$ cat src/rtl/io_ports_defines.vh
// Purpose: offsets, field positions, reset values and mode codes of the io ports
// Assumes: register offsets are word indices on the avalon-mm slave
// Notes:   definitions only
`ifndef IO_PORTS_DEFINES_VH
`define IO_PORTS_DEFINES_VH

// --------------------------------------------------------------------
// register word indices
// --------------------------------------------------------------------
`define P7_DATA_IDX      16'hffda
`define P8_DATA_IDX      16'hffdb
`define PA_DATA_IDX      16'hffdd
`define P7_DIR_IDX       16'hffea
`define P8_DIR_IDX       16'hffeb
`define PA_DIR_IDX       16'hffed
`define PORT_STATUS_IDX  16'hfff0

// --------------------------------------------------------------------
// reset values and field layout
// --------------------------------------------------------------------
`define P7_DATA_RST      8'h00
`define P7_DIR_RST       8'h00
`define P8_DATA_RST      8'h00
`define P8_DIR_RST       8'h00
`define PA_DATA_RST      8'hf0
`define PA_DIR_RST       8'hf1
`define PA_LSB           1
`define PA_MSB           3
`define PA_UNUSED_MASK   8'hf1
`define WO_READ_VALUE    8'hff
`define UNMAPPED_READ    8'h00

// --------------------------------------------------------------------
// operating modes
// --------------------------------------------------------------------
`define MODE_ACTIVE      3'h0
`define MODE_SUBACTIVE   3'h1
`define MODE_SLEEP       3'h2
`define MODE_SUBSLEEP    3'h3
`define MODE_WATCH       3'h4
`define MODE_STANDBY     3'h5

`endif

$ cat src/rtl/io_pin_bank.v
// Purpose: pin drivers and input synchronisers for one group of port pins
// Assumes: pin_float and pin_hold come from logic on ref_clk
// Notes:   pin_oe_n is low while a pin is driven
`timescale 1ns/1ps
`default_nettype none

module io_pin_bank #(
	parameter WIDTH = 8
) (
	input  wire             ref_clk,
	input  wire             reset,
	input  wire             pin_float,
	input  wire             pin_hold,
	input  wire [WIDTH-1:0] data_bits,
	input  wire [WIDTH-1:0] dir_bits,
	input  wire [WIDTH-1:0] pin_in,
	output wire [WIDTH-1:0] pin_level,
	output wire [WIDTH-1:0] pin_out,
	output wire [WIDTH-1:0] pin_oe_n
);

	// ----------------------------------------------------------------
	// per-bit synchroniser and driver
	// ----------------------------------------------------------------
	genvar i;
	generate
		for (i = 0; i < WIDTH; i = i + 1) begin : g_bit
			reg sync1_q;
			reg sync2_q;
			reg out_q;
			reg oe_n_q;

			always @(posedge ref_clk or posedge reset) begin
				if (reset) begin
					sync1_q <= 1'b0;
					sync2_q <= 1'b0;
				end else begin
					sync1_q <= pin_in[i];
					sync2_q <= sync1_q;
				end
			end

			always @(posedge ref_clk or posedge reset) begin
				if (reset) begin
					out_q  <= 1'b0;
					oe_n_q <= 1'b1;
				end else if (pin_float) begin
					oe_n_q <= 1'b1;
				end else if (!pin_hold) begin
					out_q  <= data_bits[i];
					oe_n_q <= ~dir_bits[i];
				end
			end

			assign pin_level[i] = sync2_q;
			assign pin_out[i]   = out_q;
			assign pin_oe_n[i]  = oe_n_q;
		end
	endgenerate

endmodule // io_pin_bank

`default_nettype wire

$ cat src/rtl/io_ports.v
// Purpose: port 7, port 8 and port a registers and pin control
// Assumes: avalon-mm slave with 8-bit data; address is the register word index
// Notes:   op_mode comes from the power controller on ref_clk
//
// The implementer's own choice: the Avalon-MM register port.
`timescale 1ns/1ps
`default_nettype none
`include "io_ports_defines.vh"

module io_ports #(
	parameter P7_WIDTH = 8,
	parameter P8_WIDTH = 8,
	parameter PA_WIDTH = 3
) (
	input  wire                ref_clk,
	input  wire                reset,
	input  wire [15:0]         address,
	input  wire                read,
	input  wire                write,
	input  wire [7:0]          writedata,
	output wire [7:0]          readdata,
	output wire                waitrequest,
	input  wire [2:0]          op_mode,
	input  wire [P7_WIDTH-1:0] port7_pin_in,
	output wire [P7_WIDTH-1:0] port7_pin_out,
	output wire [P7_WIDTH-1:0] port7_pin_oe_n,
	input  wire [P8_WIDTH-1:0] port8_pin_in,
	output wire [P8_WIDTH-1:0] port8_pin_out,
	output wire [P8_WIDTH-1:0] port8_pin_oe_n,
	input  wire [PA_WIDTH-1:0] porta_pin_in,
	output wire [PA_WIDTH-1:0] porta_pin_out,
	output wire [PA_WIDTH-1:0] porta_pin_oe_n
);

	// ----------------------------------------------------------------
	// registers
	// ----------------------------------------------------------------
	localparam [7:0]    PA_DATA_RST_V = `PA_DATA_RST;
	localparam [7:0]    PA_DIR_RST_V  = `PA_DIR_RST;
	reg  [P7_WIDTH-1:0] port7_data_q;
	reg  [P7_WIDTH-1:0] port7_direction_q;
	reg  [P8_WIDTH-1:0] port8_data_q;
	reg  [P8_WIDTH-1:0] port8_direction_q;
	reg  [PA_WIDTH-1:0] porta_data_q;
	reg  [PA_WIDTH-1:0] porta_direction_q;
	reg  [7:0]          readdata_q;
	reg  [7:0]          readdata_d;
	reg                 waitrequest_q;
	reg                 pin_float_q;
	reg                 pin_hold_q;
	reg                 pin_float_d;
	reg                 pin_hold_d;

	// ----------------------------------------------------------------
	// pin levels and bus decode
	// ----------------------------------------------------------------
	wire [P7_WIDTH-1:0] port7_level;
	wire [P8_WIDTH-1:0] port8_level;
	wire [PA_WIDTH-1:0] porta_level;
	wire                req;
	wire                wr_go;
	wire                sel_p7_data;
	wire                sel_p7_dir;
	wire                sel_p8_data;
	wire                sel_p8_dir;
	wire                sel_pa_data;
	wire                sel_pa_dir;
	wire [P7_WIDTH-1:0] port7_view;
	wire [P8_WIDTH-1:0] port8_view;
	wire [PA_WIDTH-1:0] porta_view;
	wire [7:0]          porta_read;

	assign req         = read | write;
	assign wr_go       = write & ~waitrequest_q;
	assign sel_p7_data = (address == `P7_DATA_IDX);
	assign sel_p7_dir  = (address == `P7_DIR_IDX);
	assign sel_p8_data = (address == `P8_DATA_IDX);
	assign sel_p8_dir  = (address == `P8_DIR_IDX);
	assign sel_pa_data = (address == `PA_DATA_IDX);
	assign sel_pa_dir  = (address == `PA_DIR_IDX);

	// ----------------------------------------------------------------
	// read views: latch where output, pin level where input
	// ----------------------------------------------------------------
	assign port7_view = (port7_direction_q & port7_data_q)
		| (~port7_direction_q & port7_level);
	assign port8_view = (port8_direction_q & port8_data_q)
		| (~port8_direction_q & port8_level);
	assign porta_view = (porta_direction_q & porta_data_q)
		| (~porta_direction_q & porta_level);

	// unused porta positions read as one
	assign porta_read = {4'hf, porta_view, 1'b1};

	// ----------------------------------------------------------------
	// operating mode to pin behaviour
	// ----------------------------------------------------------------
	always @* begin
		pin_float_d = 1'b0;
		pin_hold_d  = 1'b0;
		case (op_mode)
			`MODE_ACTIVE: begin
				pin_hold_d = 1'b0;
			end
			`MODE_SUBACTIVE: begin
				pin_hold_d = 1'b0;
			end
			`MODE_SLEEP: begin
				pin_hold_d = 1'b1;
			end
			`MODE_SUBSLEEP: begin
				pin_hold_d = 1'b1;
			end
			`MODE_WATCH: begin
				pin_hold_d = 1'b1;
			end
			`MODE_STANDBY: begin
				pin_float_d = 1'b1;
			end
			default: begin
				pin_float_d = 1'b1;
			end
		endcase
	end

	always @(posedge ref_clk or posedge reset) begin
		if (reset) begin
			pin_float_q <= 1'b1;
			pin_hold_q  <= 1'b0;
		end else begin
			pin_float_q <= pin_float_d;
			pin_hold_q  <= pin_hold_d;
		end
	end

	// ----------------------------------------------------------------
	// port 7 registers
	// ----------------------------------------------------------------
	always @(posedge ref_clk or posedge reset) begin
		if (reset) begin
			port7_data_q <= `P7_DATA_RST;
		end else if (wr_go && sel_p7_data) begin
			port7_data_q <= writedata[P7_WIDTH-1:0];
		end
	end

	always @(posedge ref_clk or posedge reset) begin
		if (reset) begin
			port7_direction_q <= `P7_DIR_RST;
		end else if (wr_go && sel_p7_dir) begin
			port7_direction_q <= writedata[P7_WIDTH-1:0];
		end
	end

	// ----------------------------------------------------------------
	// port 8 registers
	// ----------------------------------------------------------------
	always @(posedge ref_clk or posedge reset) begin
		if (reset) begin
			port8_data_q <= `P8_DATA_RST;
		end else if (wr_go && sel_p8_data) begin
			port8_data_q <= writedata[P8_WIDTH-1:0];
		end
	end

	always @(posedge ref_clk or posedge reset) begin
		if (reset) begin
			port8_direction_q <= `P8_DIR_RST;
		end else if (wr_go && sel_p8_dir) begin
			port8_direction_q <= writedata[P8_WIDTH-1:0];
		end
	end

	// ----------------------------------------------------------------
	// port a registers, only bits 3 to 1 are stored
	// ----------------------------------------------------------------
	always @(posedge ref_clk or posedge reset) begin
		if (reset) begin
			porta_data_q <= PA_DATA_RST_V[`PA_MSB:`PA_LSB];
		end else if (wr_go && sel_pa_data) begin
			porta_data_q <= writedata[`PA_MSB:`PA_LSB];
		end
	end

	always @(posedge ref_clk or posedge reset) begin
		if (reset) begin
			porta_direction_q <= PA_DIR_RST_V[`PA_MSB:`PA_LSB];
		end else if (wr_go && sel_pa_dir) begin
			porta_direction_q <= writedata[`PA_MSB:`PA_LSB];
		end
	end

	// ----------------------------------------------------------------
	// read data mux
	// ----------------------------------------------------------------
	always @* begin
		readdata_d = `UNMAPPED_READ;
		case (address)
			`P7_DATA_IDX: begin
				readdata_d = port7_view;
			end
			`P7_DIR_IDX: begin
				readdata_d = `WO_READ_VALUE;
			end
			`P8_DATA_IDX: begin
				readdata_d = port8_view;
			end
			`P8_DIR_IDX: begin
				readdata_d = `WO_READ_VALUE;
			end
			`PA_DATA_IDX: begin
				readdata_d = porta_read;
			end
			`PA_DIR_IDX: begin
				readdata_d = `WO_READ_VALUE;
			end
			`PORT_STATUS_IDX: begin
				readdata_d = {3'h0, pin_float_q, pin_hold_q, op_mode};
			end
			default: begin
				readdata_d = `UNMAPPED_READ;
			end
		endcase
	end

	// ----------------------------------------------------------------
	// avalon handshake: one wait cycle, then one ready cycle
	// ----------------------------------------------------------------
	always @(posedge ref_clk or posedge reset) begin
		if (reset) begin
			waitrequest_q <= 1'b1;
			readdata_q    <= 8'h00;
		end else begin
			waitrequest_q <= ~(req & waitrequest_q);
			if (read && waitrequest_q) begin
				readdata_q <= readdata_d;
			end
		end
	end

	assign readdata    = readdata_q;
	assign waitrequest = waitrequest_q;

	// ----------------------------------------------------------------
	// pin banks
	// ----------------------------------------------------------------
	io_pin_bank #(
		.WIDTH (P7_WIDTH)
	) u_port7 (
		.ref_clk   (ref_clk),
		.reset     (reset),
		.pin_float (pin_float_q),
		.pin_hold  (pin_hold_q),
		.data_bits (port7_data_q),
		.dir_bits  (port7_direction_q),
		.pin_in    (port7_pin_in),
		.pin_level (port7_level),
		.pin_out   (port7_pin_out),
		.pin_oe_n  (port7_pin_oe_n)
	);

	io_pin_bank #(
		.WIDTH (P8_WIDTH)
	) u_port8 (
		.ref_clk   (ref_clk),
		.reset     (reset),
		.pin_float (pin_float_q),
		.pin_hold  (pin_hold_q),
		.data_bits (port8_data_q),
		.dir_bits  (port8_direction_q),
		.pin_in    (port8_pin_in),
		.pin_level (port8_level),
		.pin_out   (port8_pin_out),
		.pin_oe_n  (port8_pin_oe_n)
	);

	io_pin_bank #(
		.WIDTH (PA_WIDTH)
	) u_porta (
		.ref_clk   (ref_clk),
		.reset     (reset),
		.pin_float (pin_float_q),
		.pin_hold  (pin_hold_q),
		.data_bits (porta_data_q),
		.dir_bits  (porta_direction_q),
		.pin_in    (porta_pin_in),
		.pin_level (porta_level),
		.pin_out   (porta_pin_out),
		.pin_oe_n  (porta_pin_oe_n)
	);

endmodule // io_ports

`default_nettype wire

$ cat config.mk
export PLATFORM = sky130hd
export DESIGN_NAME = io_ports
export DESIGN_NICKNAME = d
export VERILOG_FILES = /design/src/rtl/io_pin_bank.v /design/src/rtl/io_ports.v
export VERILOG_INCLUDE_DIRS = /design/src /design/src/rtl
export SDC_FILE = /design/constraint.sdc
export NUM_CORES = 1
export LEC_CHECK = 0
export ABC_CLOCK_PERIOD_IN_PS = 10900
export BUFFER_PORTS_ARGS = -buffer_cell sky130_fd_sc_hd__buf_2
export CAP_MARGIN = 20
export CORE_MARGIN = 2
export CORE_UTILIZATION = 55
export CTS_CLUSTER_SIZE = 12
export DETAILED_ROUTE_END_ITERATION = 10
export PLACE_DENSITY = 0.79
export SLEW_MARGIN = 20
export SYNTH_ARGS = -nofsm -noshare
export SYNTH_HDL_FRONTEND = slang
export SYNTH_SLANG_ARGS = --single-unit
$ cat constraint.sdc
create_clock -name ref_clk -period 10.9 [get_ports ref_clk]
set_input_delay 1.635 -clock ref_clk [delete_from_list [all_inputs] [get_ports ref_clk]]
set_output_delay 1.635 -clock ref_clk [all_outputs]
set_load 0.1 [all_outputs]
==> impl_metrics.py <==
metrics = {
    "clocking": {
        "hold_buffers": 0,
        "clkSlewWorstSetupHoldPaths_ns": 0.06,
        "htreeDepth": 4,
        "post_cts_buffers": 0,
        "ctsResizeCount": 0,
        "cts_root_buf": "clkbuf_8",
        "clock_sinks": 125,
        "cts_tree": "built",
        "cts_buffer_depth": 2,
        "numCtsBuffers": 17,
        "insertion_delay_ns": 0.51,
    },
    "finish": {
        "area.growth.synth_to_final_pct": 19.2,
        "nets": 480,
        "multiInputGateArea_um2": 1560,
        "final-seq-area_um2": 3150,
        "final_cell_area_um2": 6020,
        "fin_cells": 552,
        "fin_util_pct": 68.4,
        "fillers": 586,
        "drive_gt1_share_pct": 51.2,
    },
    "timing": {
        "relSlewSlack_pct": 19.7,
        "tightest_slew_ns": 1.19,
        "finClkSkew_ns": 0.00642,
        "max_clock_freq_mhz": 305,
        "period_share_pct": 30.0,
        "setup_ws_ns": 7.63,
        "setup_viol": 0,
        "final_hold_viol_count": 0,
        "fin_setup_tns_ns": 0,
        "rsz0062_at_grt": "false",
        "hold_slack_ns": 0.346,
        "drv_slew": 0,
        "period_needed_ns": 3.27,
    },
    "min_path": {
        "hold_end": "u_port7.g_bit[7].sync2_q$_DFF_PP0_",
        "hp-class": "register to register",
        "hold_path_depth": 0,
        "hp-start": "u_port7.g_bit[7].sync1_q$_DFF_PP0_",
    },
    "setup_path": {
        "r2r_start": "waitrequest$_DFF_PP1_",
        "crit_chain": "buf_2, nor4_1, nand2_1, nor4_1, a221o_1, o221a_2",
        "slowest_delay_ns": 0.91,
        "crit_path_end_kind": "register",
        "arrival_ns": 3.72,
        "path_buf_inv": 1,
        "r2r_slack_ns": 8.92,
        "r2r_end": "port7_direction_q[2]$_DFFE_PP0P_",
        "cp_top_family": "simple AND/OR/NAND/NOR gates",
        "crit_type": "input port to register",
        "worstPathRequired_ns": 11.35,
        "worstRegToRegCells": 5,
        "worst_setup_path_start_kind": "input port",
        "path_max_fanout": 20,
        "cp_slowest_cell": "nor4_1",
        "crit_top_cell": "nor4_1",
    },
    "placement": {
        "gp_congestion": 0.807,
        "pre_cts_slack_ns": 7.18,
        "dp_cells": 519,
        "dp_hpwl_um": 6990,
        "dpl_cell_area_um2": 5360,
        "portBuffers": 96,
    },
    "route": {
        "drt_iter0_drc": 231,
        "vias": 3195,
        "dr.pass1.iters": 4,
        "drt-total-wl_um": 11100,
        "wl_per_cell_um": 20.2,
        "ant_nets": 0,
        "route.detailed.drc": 0,
        "viasPerCell": 5.79,
    },
    "yosys": {
        "yosysMostFrequentCell": "dfrtp_1",
        "ys.flop_type": "dfrtp_1",
        "synthArstFlopShare_pct": 100,
        "synth-seq-area-share_pct": 62.4,
        "synthCells": 361,
        "syn_avg_cell_area_um2": 14.0,
        "yosysTopAreaCell": "dfrtp_1",
        "ys_types": 37,
        "yosysWarnings": 0,
        "synth_common_cells": "dfrtp_1 (104), mux2_2 (65), buf_4 (38)",
        "synth_seq_cells": 125,
        "synth_top_area_share_pct": 51.5,
        "synth_edf_count": 0,
        "syn_area_um2": 5050,
        "synth_nets": 411,
        "synthTopCellsByArea": "dfrtp_1 (52%), mux2_2 (14%), dfstp_2 (11%)",
    },
    "die": {
        "chipHeight_um": 99.8,
        "start_util_pct": 57.4,
        "rows": 34,
        "core-area_um2": 8810,
        "die-area_um2": 9970,
        "pin_count": 97,
        "dieWidth_um": 99.8,
    },
    "global_route": {
        "grt_max_degree": 71,
        "grt_usage_pct": 23.9,
        "grt_pass1_vias": 3240,
        "globalRouteOverflowTotal": 0,
        "antenna_found_initial": 0,
        "grt_first_pass_wirelength_um": 17600,
    },
    "pwr": {
        "total_leakage_power_nw": 2.88,
        "power_density_nw_per_um2": 208,
        "total_power_mw": 1.26,
        "ir_worst_vdd_mv": 0.118,
    },
    "outcome": {
        "status": "complete, no violations",
    },
    "flow_run": {
        "maxCapViolCount": 0,
    },
}
## logic make-up after synthesis
kind of cell | synth area share [%]
compound gates | 7.11
simple gates | 7.13
flops | 62.4
mux | 16.7
buf+inv | 6.66
## state kept, by name, summed over array words and instances (netlist names), 8 cells and up
register and flops:
u_port7.g_bit.sync1_q 8, u_port7.g_bit.sync2_q 8, u_port8.g_bit.oe_n_q 8, port8_data_q 8, port8_direction_q 8, u_port7.g_bit.out_q 8, port7_direction_q 8, port7_data_q 8
u_port8.g_bit.sync1_q 8, readdata 8, u_port8.g_bit.sync2_q 8, u_port7.g_bit.oe_n_q 8, u_port8.g_bit.out_q 8
## power breakdown
part           switching, mW  internal, mW
Combinational          0.116        0.0282
Clock                  0.206         0.408
Sequential            0.0108         0.487
Total                  0.333         0.923
## cell type report
cell class	instances	share of cell area, %
sequential	125	52.4
multi-input combinational	185	25.9
timing repair buffer	99	8.35
clock buffer	19	7.33
clock inverter	13	3.55
tap	108	2.24
inverter	2	0.166
antenna	1	0.0416
## worst max path at each step
stage | start | to | depth (start not counted)
final | address[0] | readdata[3]$_DFFE_PP0P_ | 6
after global routing | address[5] | readdata[3]$_DFFE_PP0P_ | 6
after CTS | address[5] | readdata[1]$_DFFE_PP0P_ | 6
after detailed placement | address[5] | readdata[1]$_DFFE_PP0P_ | 6
after global placement | address[5] | readdata[1]$_DFFE_PP0P_ | 6
after floorplan | reset | pin_hold_q$_DFF_PP0_ | 1
## placed cells by master (no fill, tap or decap), types with 4 or more instances in the layout
cell type  synthesis  layout
a211o_1           19      19
a31oi_1            6       6
buf_2              2      96
bufinv_16          0       5
clkbuf_16          0      16
clkinv_4           0       5
dfrtp_1          104     104
dfstp_2           21      21
mux2_2            65      65
mux2i_1           11      11
nand2_1            9       9
nor2_1            27      27
nor2b_1            4       4
nor4_1             5       5
## metal layers
layer | GRT usage, % | routed length [µm] | part of all wire [%] | up-vias
met1 | 31.6 | 4660 | 42 | 1618
met3 | 7.24 | 855 | 7.7 | 20
met4 | 11.9 | 235 | 2.1 | 0
met2 | 36.1 | 5390 | 48 | 150
li1 | - | - | - | 1407
met5 | 0 | 0 | 0 | -
No activity file was read; power rests on OpenSTA's default activity.
